==> src/include/dss_pkg.sv <==
// Constants and types shared by the setup switch decoder files
`default_nettype none
package dss_pkg;
   // Register byte offsets
   localparam logic [5:0] OFS_CTRL = 6'h00;
   localparam logic [5:0] OFS_OPSEL = 6'h04;
   localparam logic [5:0] OFS_COMMSEL = 6'h08;
   localparam logic [5:0] OFS_LINECNT = 6'h0c;
   localparam logic [5:0] OFS_FB_SOURCE = 6'h10;
   localparam logic [5:0] OFS_AUXDIV = 6'h14;
   localparam logic [5:0] OFS_STATUS = 6'h18;
   localparam logic [5:0] OFS_LINES = 6'h1c;
   localparam logic [5:0] OFS_AUXPOS = 6'h20;
   // Field positions
   localparam int CTRL_FACTORY_BIT = 0;
   localparam int ST_OPERATION_SELECT_PARAM_BIT = 0;
   localparam int ST_FBTYPE_BIT = 1;
   localparam int ST_ENC_EN_BIT = 2;
   localparam int ST_AUX_RUN_BIT = 3;
   localparam int ST_AUX_SEC_BIT = 4;
   localparam int ST_DIP_LSB = 8;
   localparam int ST_ROT_LSB = 12;
   // Selection parameter values, aux feedback types and divider states
   typedef enum logic [1:0] {
      DSS_SEL_FOLLOW_DIP = 2'b00,
      DSS_SEL_FORCE_LOW = 2'b01,
      DSS_SEL_FORCE_HIGH = 2'b10
   } dss_sel_t;
   typedef enum logic [2:0] {
      DSS_AUX_INC = 3'b000,
      DSS_AUX_INC_HALLS = 3'b001,
      DSS_AUX_SINCOS = 3'b010,
      DSS_AUX_SINCOS_HALLS = 3'b011,
      DSS_AUX_ABSOLUTE = 3'b100
   } dss_aux_t;
   typedef enum logic {
      DSS_DIV_LOAD = 1'b0,
      DSS_DIV_RUN = 1'b1
   } dss_div_state_t;
   // Reset values
   localparam logic [1:0] RST_OPSEL = 2'b00;
   localparam logic [1:0] RST_COMMSEL = 2'b00;
   localparam logic [15:0] RST_LINECNT = 16'h01f4;
   localparam logic RST_FB_SOURCE = 1'b0;
   localparam logic [15:0] RST_AUXDIV = 16'h0001;
   // Timing
   localparam int CLK_HZ = 20000000;
   localparam int DEBOUNCE_TIME_US = 10000;
   localparam int DEBOUNCE_CYCLES = DEBOUNCE_TIME_US * (CLK_HZ / 1000000);
   localparam int DIV_STEPS = 32;
endpackage : dss_pkg
`default_nettype wire

==> src/core/dss_switch_filter.sv <==
// Two-stage synchroniser and stability filter for the setup switches
`timescale 1ns/100ps
`default_nettype none
module dss_switch_filter #(
   parameter int WIDTH = 8,
   parameter int STABLE_CYCLES = 200000
) (
   input wire logic clk,
   input wire logic reset,
   input wire logic [WIDTH-1:0] raw,
   output logic [WIDTH-1:0] filtered
);
   logic [WIDTH-1:0] sync1_reg;
   logic [WIDTH-1:0] sync2_reg;
   logic [WIDTH-1:0] cand_reg;
   logic [WIDTH-1:0] out_reg;
   logic [31:0] cnt_reg;
   logic [31:0] cnt_next;
   wire changed = sync2_reg != cand_reg;
   wire settled = cnt_reg >= 32'(STABLE_CYCLES - 1);

   // A new value restarts the wait so a bouncing contact never gets through
   assign cnt_next = changed ? 32'h00000000 : (settled ? cnt_reg : cnt_reg + 32'h00000001);

   always_ff @(posedge clk) begin
      if (reset) begin
         sync1_reg <= '0;
         sync2_reg <= '0;
         cand_reg <= '0;
         cnt_reg <= '0;
      end else begin
         sync1_reg <= raw;
         sync2_reg <= sync1_reg;
         cand_reg <= sync2_reg;
         cnt_reg <= cnt_next;
      end
   end

   // Out of reset the output holds zero until the switches first settle
   always_ff @(posedge clk) begin
      if (reset) begin
         out_reg <= '0;
      end else if (!changed && settled) begin
         out_reg <= cand_reg;
      end
   end

   assign filtered = out_reg;
endmodule : dss_switch_filter
`default_nettype wire

==> src/core/dss_top.sv <==
// Setup switch decoder with auxiliary sine-cosine position scaling
//
// Contract
// - DIP position one picks torque (down) or velocity (up), position two smart feedback or Hall.
// - A DIP position counts only while its selection parameter follows the switch.
// - A factory default sets both selection parameters back to follow the switches.
// - The rotary switch is read and interpreted according to the active feedback mode.
// - With smart feedback, rotary positions 1 to 9 give 512 to 10000 emulated lines.
// - Rotary position 0 uses the stored line count, limited to its sixteen legal values.
// - The stored line count returns to 500 on factory default and is replaced only by writes of one of its legal values.
// - The emulated encoder output runs only with smart feedback on base or high-res on option card.
// - Aux sine-cosine is interpolated to 65536 steps per cycle, then divided to a count.
// - Plain aux incremental or sine-cosine is secondary only; Hall or absolute may run the motor.
`timescale 1ns/100ps
`default_nettype none
module dss_top #(
   parameter int DEBOUNCE_CYCLES = dss_pkg::DEBOUNCE_CYCLES
) (
   input wire logic CLK_SYS,
   input wire logic RESET,
   input wire logic [5:0] AVS_ADDRESS,
   input wire logic AVS_READ,
   input wire logic AVS_WRITE,
   input wire logic [31:0] AVS_WRITEDATA,
   input wire logic [3:0] AVS_BYTEENABLE,
   output logic [31:0] AVS_READDATA,
   output logic AVS_WAITREQUEST,
   input wire logic [3:0] DIP_SETUP_SWITCH,
   input wire logic [3:0] ROTARY_SETUP_SWITCH,
   input wire logic SMART_FEEDBACK_PRESENT,
   input wire logic OPTION_HIRES_PRESENT,
   input wire logic [2:0] AUX_FEEDBACK_TYPE,
   input wire logic [15:0] AUX_FINE_ANGLE,
   output logic OPERATION_VELOCITY,
   output logic FEEDBACK_SIX_STEP,
   output logic ENC_OUT_ENABLE,
   output logic [15:0] ENC_LINE_COUNT,
   output logic AUX_COMMUTATE_OK,
   output logic AUX_SECONDARY_OK,
   output logic [31:0] AUX_POSITION
);
   // Emulated line count chosen by rotary position with smart feedback
   function automatic logic [15:0] rotary_lines(input logic [3:0] pos, input logic [15:0] stored);
      unique case (pos)
         4'h1: rotary_lines = 16'd512;
         4'h2: rotary_lines = 16'd1000;
         4'h3: rotary_lines = 16'd1024;
         4'h4: rotary_lines = 16'd2000;
         4'h5: rotary_lines = 16'd2048;
         4'h6: rotary_lines = 16'd4096;
         4'h7: rotary_lines = 16'd5000;
         4'h8: rotary_lines = 16'd8192;
         4'h9: rotary_lines = 16'd10000;
         default: rotary_lines = stored;
      endcase
   endfunction : rotary_lines

   function automatic logic legal_lines(input logic [15:0] v);
      unique case (v)
         16'd128, 16'd512, 16'd1024, 16'd2048, 16'd4096, 16'd8192, 16'd16384, 16'd32768,
         16'd125, 16'd500, 16'd1000, 16'd2000, 16'd2500, 16'd5000, 16'd10000,
         16'd20000: legal_lines = 1'b1;
         default: legal_lines = 1'b0;
      endcase
   endfunction : legal_lines

   // Byte-lane merge for register writes
   function automatic logic [31:0] merge(input logic [31:0] old, input logic [31:0] wd,
                                         input logic [3:0] be);
      for (int i = 0; i < 4; i++) begin
         merge[i*8 +: 8] = be[i] ? wd[i*8 +: 8] : old[i*8 +: 8];
      end
   endfunction : merge

   // Select between a DIP position and a forced parameter value
   function automatic logic pick(input logic [1:0] sel, input logic dip);
      pick = (sel == dss_pkg::DSS_SEL_FOLLOW_DIP) ? dip : (sel == dss_pkg::DSS_SEL_FORCE_HIGH);
   endfunction : pick

   // Switch filtering
   logic [7:0] switches;
   dss_switch_filter #(
      .WIDTH(8),
      .STABLE_CYCLES(DEBOUNCE_CYCLES)
   ) u_filter (
      .clk(CLK_SYS),
      .reset(RESET),
      .raw({ROTARY_SETUP_SWITCH, DIP_SETUP_SWITCH}),
      .filtered(switches)
   );
   wire [3:0] dip_setup_switch = switches[3:0];
   wire [3:0] rotary_setup_switch = switches[7:4];

   // Registers
   logic [1:0] operation_select_param_reg;
   logic [1:0] commutation_select_param_reg;
   logic [15:0] emulated_line_count_param_reg;
   logic feedback_source_param_reg;
   logic [15:0] aux_position_divider_reg;
   logic wait_reg;
   logic [31:0] rdata_reg;

   // Bus decode: the second cycle of a request is the accepting one
   wire req = AVS_READ | AVS_WRITE;
   wire accept = req & ~wait_reg;
   wire wr = AVS_WRITE & accept;
   wire [31:0] wmerge_lo = merge(32'h00000000, AVS_WRITEDATA, AVS_BYTEENABLE);
   wire wr_ctrl = wr & (AVS_ADDRESS == dss_pkg::OFS_CTRL);
   wire wr_opsel = wr & (AVS_ADDRESS == dss_pkg::OFS_OPSEL) & AVS_BYTEENABLE[0];
   wire wr_commsel = wr & (AVS_ADDRESS == dss_pkg::OFS_COMMSEL) & AVS_BYTEENABLE[0];
   wire wr_linecnt = wr & (AVS_ADDRESS == dss_pkg::OFS_LINECNT);
   wire wr_fb_source = wr & (AVS_ADDRESS == dss_pkg::OFS_FB_SOURCE) & AVS_BYTEENABLE[0];
   wire wr_auxdiv = wr & (AVS_ADDRESS == dss_pkg::OFS_AUXDIV);
   wire factory = wr_ctrl & wmerge_lo[dss_pkg::CTRL_FACTORY_BIT];
   wire [31:0] line_merge = merge({16'h0000, emulated_line_count_param_reg},
                                  AVS_WRITEDATA, AVS_BYTEENABLE);
   wire [31:0] div_merge = merge({16'h0000, aux_position_divider_reg},
                                 AVS_WRITEDATA, AVS_BYTEENABLE);
   wire [15:0] line_wdata = line_merge[15:0];
   wire [15:0] div_wdata = div_merge[15:0];
   // Value 2'b11 is not a selection; writing it leaves the parameter untouched
   wire sel_ok = AVS_WRITEDATA[1:0] != 2'b11;

   always_ff @(posedge CLK_SYS) begin
      if (RESET || factory) begin
         operation_select_param_reg <= dss_pkg::RST_OPSEL;
         commutation_select_param_reg <= dss_pkg::RST_COMMSEL;
      end else begin
         if (wr_opsel && sel_ok) begin
            operation_select_param_reg <= AVS_WRITEDATA[1:0];
         end
         if (wr_commsel && sel_ok) begin
            commutation_select_param_reg <= AVS_WRITEDATA[1:0];
         end
      end
   end

   always_ff @(posedge CLK_SYS) begin
      if (RESET || factory) begin
         emulated_line_count_param_reg <= dss_pkg::RST_LINECNT;
      end else if (wr_linecnt && legal_lines(line_wdata)) begin
         emulated_line_count_param_reg <= line_wdata;
      end
   end

   // Divider and source are not touched by factory default of the switch parameters
   always_ff @(posedge CLK_SYS) begin
      if (RESET) begin
         feedback_source_param_reg <= dss_pkg::RST_FB_SOURCE;
         aux_position_divider_reg <= dss_pkg::RST_AUXDIV;
      end else begin
         if (wr_fb_source) begin
            feedback_source_param_reg <= AVS_WRITEDATA[0];
         end
         if (wr_auxdiv) begin
            aux_position_divider_reg <= div_wdata;
         end
      end
   end

   // Decoded selections; DIP positions 3 and 4 are deliberately unused
   wire velocity_sel = pick(operation_select_param_reg, dip_setup_switch[0]);
   wire six_step_sel = pick(commutation_select_param_reg, dip_setup_switch[1]);
   wire smart_sel = ~six_step_sel;
   wire [15:0] lines_sel = smart_sel ?
      rotary_lines(rotary_setup_switch, emulated_line_count_param_reg) : 16'h0000;
   wire enc_en_sel = (smart_sel & ~feedback_source_param_reg & SMART_FEEDBACK_PRESENT) |
                     (feedback_source_param_reg & OPTION_HIRES_PRESENT);
   wire aux_run_sel = (AUX_FEEDBACK_TYPE == dss_pkg::DSS_AUX_INC_HALLS) |
                      (AUX_FEEDBACK_TYPE == dss_pkg::DSS_AUX_SINCOS_HALLS) |
                      (AUX_FEEDBACK_TYPE == dss_pkg::DSS_AUX_ABSOLUTE);
   wire aux_sec_sel = AUX_FEEDBACK_TYPE <= dss_pkg::DSS_AUX_ABSOLUTE;

   logic velocity_reg;
   logic six_step_reg;
   logic enc_en_reg;
   logic [15:0] lines_reg;
   logic aux_run_reg;
   logic aux_sec_reg;
   always_ff @(posedge CLK_SYS) begin
      if (RESET) begin
         velocity_reg <= 1'b0;
         six_step_reg <= 1'b0;
         enc_en_reg <= 1'b0;
         lines_reg <= '0;
         aux_run_reg <= 1'b0;
         aux_sec_reg <= 1'b0;
      end else begin
         velocity_reg <= velocity_sel;
         six_step_reg <= six_step_sel;
         enc_en_reg <= enc_en_sel;
         lines_reg <= lines_sel;
         aux_run_reg <= aux_run_sel;
         aux_sec_reg <= aux_sec_sel;
      end
   end

   // Coarse cycle count plus 16-bit fine angle; assumes under a quarter cycle of travel per clock
   logic [15:0] fine_prev_reg;
   logic [15:0] cycles_reg;
   wire fwd_wrap = (fine_prev_reg[15:14] == 2'b11) & (AUX_FINE_ANGLE[15:14] == 2'b00);
   wire back_wrap = (fine_prev_reg[15:14] == 2'b00) & (AUX_FINE_ANGLE[15:14] == 2'b11);
   wire [15:0] cycles_next = fwd_wrap ? cycles_reg + 16'h0001 :
                             (back_wrap ? cycles_reg - 16'h0001 : cycles_reg);
   wire [31:0] raw_position = {cycles_reg, fine_prev_reg};
   always_ff @(posedge CLK_SYS) begin
      if (RESET) begin
         fine_prev_reg <= '0;
         cycles_reg <= '0;
      end else begin
         fine_prev_reg <= AUX_FINE_ANGLE;
         cycles_reg <= cycles_next;
      end
   end

   // Serial restoring divider; a new quotient every 33 clocks keeps the area small
   dss_pkg::dss_div_state_t div_state_reg;
   logic [31:0] quot_reg;
   logic [16:0] rem_reg;
   logic [5:0] step_reg;
   logic [15:0] divisor_reg;
   logic [31:0] pos_reg;
   wire [16:0] rem_shift = {rem_reg[15:0], quot_reg[31]};
   wire rem_ge = rem_shift >= {1'b0, divisor_reg};
   wire [16:0] rem_next = rem_ge ? rem_shift - {1'b0, divisor_reg} : rem_shift;
   wire last_step = step_reg == 6'(dss_pkg::DIV_STEPS - 1);
   // Zero divisor would be meaningless; it divides by one instead
   wire [15:0] divisor_load = (aux_position_divider_reg == 16'h0000) ?
                              16'h0001 : aux_position_divider_reg;
   always_ff @(posedge CLK_SYS) begin
      if (RESET) begin
         div_state_reg <= dss_pkg::DSS_DIV_LOAD;
         quot_reg <= '0;
         rem_reg <= '0;
         step_reg <= '0;
         divisor_reg <= dss_pkg::RST_AUXDIV;
         pos_reg <= '0;
      end else begin
         unique case (div_state_reg)
            dss_pkg::DSS_DIV_LOAD: begin
               quot_reg <= raw_position;
               rem_reg <= '0;
               step_reg <= '0;
               divisor_reg <= divisor_load;
               div_state_reg <= dss_pkg::DSS_DIV_RUN;
            end
            dss_pkg::DSS_DIV_RUN: begin
               quot_reg <= {quot_reg[30:0], rem_ge};
               rem_reg <= rem_next;
               step_reg <= step_reg + 6'h01;
               if (last_step) begin
                  pos_reg <= {quot_reg[30:0], rem_ge};
                  div_state_reg <= dss_pkg::DSS_DIV_LOAD;
               end
            end
         endcase
      end
   end

   // Read data
   wire [31:0] status_word = {16'h0000, rotary_setup_switch, dip_setup_switch, 3'b000,
                              aux_sec_reg, aux_run_reg, enc_en_reg, six_step_reg, velocity_reg};
   logic [31:0] rd_mux;
   always_comb begin
      unique case (AVS_ADDRESS)
         dss_pkg::OFS_OPSEL: rd_mux = {30'h0, operation_select_param_reg};
         dss_pkg::OFS_COMMSEL: rd_mux = {30'h0, commutation_select_param_reg};
         dss_pkg::OFS_LINECNT: rd_mux = {16'h0000, emulated_line_count_param_reg};
         dss_pkg::OFS_FB_SOURCE: rd_mux = {31'h0, feedback_source_param_reg};
         dss_pkg::OFS_AUXDIV: rd_mux = {16'h0000, aux_position_divider_reg};
         dss_pkg::OFS_STATUS: rd_mux = status_word;
         dss_pkg::OFS_LINES: rd_mux = {16'h0000, lines_reg};
         dss_pkg::OFS_AUXPOS: rd_mux = pos_reg;
         default: rd_mux = 32'h00000000;
      endcase
   end

   // One wait state on every access, so read data and waitrequest both come from flops
   always_ff @(posedge CLK_SYS) begin
      if (RESET) begin
         wait_reg <= 1'b1;
         rdata_reg <= '0;
      end else if (req && wait_reg) begin
         wait_reg <= 1'b0;
         rdata_reg <= AVS_READ ? rd_mux : 32'h00000000;
      end else begin
         wait_reg <= 1'b1;
      end
   end

   assign AVS_READDATA = rdata_reg;
   assign AVS_WAITREQUEST = wait_reg;
   assign OPERATION_VELOCITY = velocity_reg;
   assign FEEDBACK_SIX_STEP = six_step_reg;
   assign ENC_OUT_ENABLE = enc_en_reg;
   assign ENC_LINE_COUNT = lines_reg;
   assign AUX_COMMUTATE_OK = aux_run_reg;
   assign AUX_SECONDARY_OK = aux_sec_reg;
   assign AUX_POSITION = pos_reg;
endmodule : dss_top
`default_nettype wire

==> config.mk <==
export PLATFORM = sky130hd
export DESIGN_NAME = dss_top
export DESIGN_NICKNAME = d
export VERILOG_FILES = /design/src/include/dss_pkg.sv /design/src/core/dss_switch_filter.sv /design/src/core/dss_top.sv
export SDC_FILE = /design/constraint.sdc
export NUM_CORES = 1
export LEC_CHECK = 0
export BUFFER_PORTS_ARGS = -buffer_cell sky130_fd_sc_hd__buf_2
export CAP_MARGIN = 20
export CORE_MARGIN = 1.5
export CORE_UTILIZATION = 53
export CTS_CLUSTER_DIAMETER = 50
export CTS_CLUSTER_SIZE = 40
export DETAILED_ROUTE_END_ITERATION = 6
export PLACE_DENSITY_LB_ADDON = 0.08
export SYNTH_ARGS = -nofsm -noshare
export SYNTH_HDL_FRONTEND = slang
export SYNTH_SLANG_ARGS = --single-unit
==> constraint.sdc <==
create_clock -name CLK_SYS -period 3.05 [get_ports CLK_SYS]
set_clock_uncertainty 0.1 [all_clocks]
set_input_delay 0.305 -clock CLK_SYS [delete_from_list [all_inputs] [get_ports CLK_SYS]]
set_output_delay 0.305 -clock CLK_SYS [all_outputs]
set_load 0.02 [all_outputs]
==> impl_metrics.toml <==
[drt]
drt-total-wl_mm = 33.7
viasPerCell = 5.55
drtIter0Drc = 705
firstDrtPassIters = 5
routedWlPerCell_microns = 17.0
ant_nets = 0
num_vias = 11000
drc = 0

[logic_synthesis]
synth.avg_cell_area_sq_um = 8.78
yosysUniqueCellTypes = 76
ys_seq_area_frac = 0.448
yosys_register_bits = 290
async_flop_share = 0
synth_top_cell_by_area = "dfxtp_1"
yosys-top-cells-count = "290 x dfxtp_1, 254 x nor2_1, 123 x nand2_1"
synth_area_sq_um = 12900
synth.area.top_cells = "dfxtp_1 45%, nor2_1 7.4%, mux2i_1 7.3%"
ys.warnings.count = 0
synth-edff-count = 0
synth.top_cell.area_share = 0.448
synth_cells = 1475
synth_nets = 1584
yosysMostFrequentCell = "dfxtp_1"
ys.flop_type = "dfxtp_1"

[layout]
layout-drive-gt1-share = 0.168
post-route-util = 0.644
nets = 1750
diodes = 0
synthToLayoutAreaGrowth_pct = 20.3
fin_cells = 1985

[critical_path]
startpoint = "AUX_FINE_ANGLE[15]"
endpoint_kind = "register"
cp.arrival_ns = 3.24
path_delay_family = "compound AO/OA/AOI/OAI gates"
path_cells = "dlygate4sd3_1, buf_2, nor3_4, inv_2, ha_1, o21a_1, o31a_1, o21a_1, o31a_1, o41ai_2, o21ai_1, a221o_1"
startpoint_type = "input port"
r2r_start = "fine_prev_reg[14]"
cp_max_fo = 7
critPathMaxStageDelay_ns = 0.53
crit_type = "input port to register"
slowest_stage = "dlygate4sd3_1"
path_buf_inv = 3
critPathRequiredTime_ns = 3.39

[die]
core_area_sq_um = 24200
die_y_microns = 159
die_area_sq_um = 25400
ios = 161
die_w_microns = 159
rows = 57
initial_core_util = 0.535

[global_route]
grt_pass1_wl_mm = 54.3
grt_max_degree = 116
grt_remaining_overflow = 0
grt.total_usage = 0.262
grt_pass1_vias = 10500
antenna_found_initial = 0

[timing]
timing.final.hold_violations = 0
maxSlewViolCount = 0
timing.final.crit_share = 0.951
period_minus_slack_ns = 2.90
hold_ws_ns = 0.0278
fmax_mhz = 345
slew_headroom = 0.480
setup_viol = 0
worst_pin_slew_ns = 0.780
rsz0062_at_grt = "no"

[pwr]
p_per_area_nw_per_um2 = 703
leakagePower_nw = 6.46
total_power_mw = 10.9
vdd_drop_max_v = 0.000822

[clock_tree]
clk_pin_slew_ns = 0.08
root_buffer = "clkbuf_16"
cts.sinks = 290
numCtsBuffers = 27
clk_path_buf_depth = 3
clock_latency_ns = 0.55
cts_setup_buffers = 0
h-tree-depth = 1
cts_tree = "yes"

[hold_path]
worstHoldStart = "AVS_WRITEDATA[10]"
hp-class = "input port to register"

[run_status]
outcome = "complete, no violations"

[placement]
placed_cells = 1889
gp_congestion = 0.853
hpwl_mm = 23.4
portBuffers = 142

[run]
maxCapViolCount = 0
[metal layers]
layer,global-route usage,vias to the layer above,routed length (microns)
li1,-,5427,-
met1,0.365,5227,15700
met2,0.411,308,14900
met3,0.0485,57,2200
met4,0.0836,0,893
met5,0,-,0
[timing repair]
action | in CTS | in global routing
pin swaps | 0 | 1
hold endpoints to repair | 64 | 0
gates resized for setup | 1 | 9
setup endpoints to repair | 1 | 19
hold buffers | 47 | 0
[metrics by stage]
step                      area, sq um  setup TNS [ns]  setup slack, ns
final                           15600               0            0.150
after global routing            15600               0          0.00122
after CTS                       15500               0           0.0580
after detailed placement        14100         -0.0618          -0.0618
after global placement          14100               0          0.00488
after floorplan                 12900               0           0.0430
[layout make-up]
cell class	instances	area [sq um]
Clock buffer	30	687
Clock inverter	19	308
Fill cell	2055	8600
Inverter	29	109
Multi-Input combinational cell	1066	6760
Sequential cell	290	5810
Tap cell	324	405
Timing Repair Buffer	227	1500
[cell families (layout without fill, tap and decap cells)]
group / count (synthesis) / count (layout) / synth area share
XOR/XNOR: 60 / 60 / 0.0406
flip-flops: 290 / 290 / 0.448
buffers and inverters: 119 / 305 / 0.0358
AND/OR/NAND/NOR: 608 / 608 / 0.224
multiplexers: 109 / 109 / 0.0874
adder cells (fa/ha/maj): 34 / 34 / 0.0340
AO/OA/AOI/OAI: 255 / 255 / 0.129
[tightest hold or removal path, stage by stage]
cell	delay (ns)
buf_2	0.17
mux2i_1	0.09
nor2_1	0.07
[path summary, 6_finish.rpt]
| kind | end | slack, ns | depth (start not counted) |
|---|---|---|---|
| max reg2reg | cycles_reg[14] | 0.21 | 11 |
| max | cycles_reg[14] | 0.15 | 12 |
| min reg2reg | u_filter.sync2_reg[7] | 0.34 | 1 |
| min | aux_position_divider_reg[10] | 0.03 | 3 |
[cells in the final DEF, fill, tap and decap left out, types with 7 or more instances in the layout]
cell / synthesis / layout
clkbuf_16: 0 / 27
nand3b_1: 7 / 7
nor4_1: 12 / 12
nand4_1: 17 / 17
inv_1: 29 / 28
and3_1: 11 / 11
nor3_1: 34 / 32
xor2_1: 28 / 28
a22oi_1: 35 / 35
mux2i_1: 95 / 95
a21oi_1: 94 / 94
a211oi_1: 9 / 8
and2_1: 23 / 23
mux2_2: 12 / 12
nor2_1: 254 / 254
dfxtp_1: 290 / 289
dlygate4sd3_1: 0 / 47
or3_1: 8 / 8
o21ai_0: 26 / 24
xnor2_1: 32 / 32
a221oi_1: 12 / 12
nand2b_1: 9 / 9
nor2b_1: 59 / 59
a31oi_1: 14 / 12
ha_1: 32 / 31
buf_2: 7 / 141
nand3_1: 19 / 19
buf_4: 0 / 36
o21a_1: 9 / 9
nand2_1: 123 / 123
nor3b_1: 7 / 7
[report_power, final]
part / total, mW / internal, mW / leakage [nW] / switching [mW]
clock: 3.68 / 1.94 / 0.469 / 1.74
sequential: 4.07 / 3.96 / 2.35 / 0.108
combinational: 3.20 / 1.56 / 3.63 / 1.63
total: 10.9 / 7.47 / 6.46 / 3.48
(Power assumes the default switching activity.)
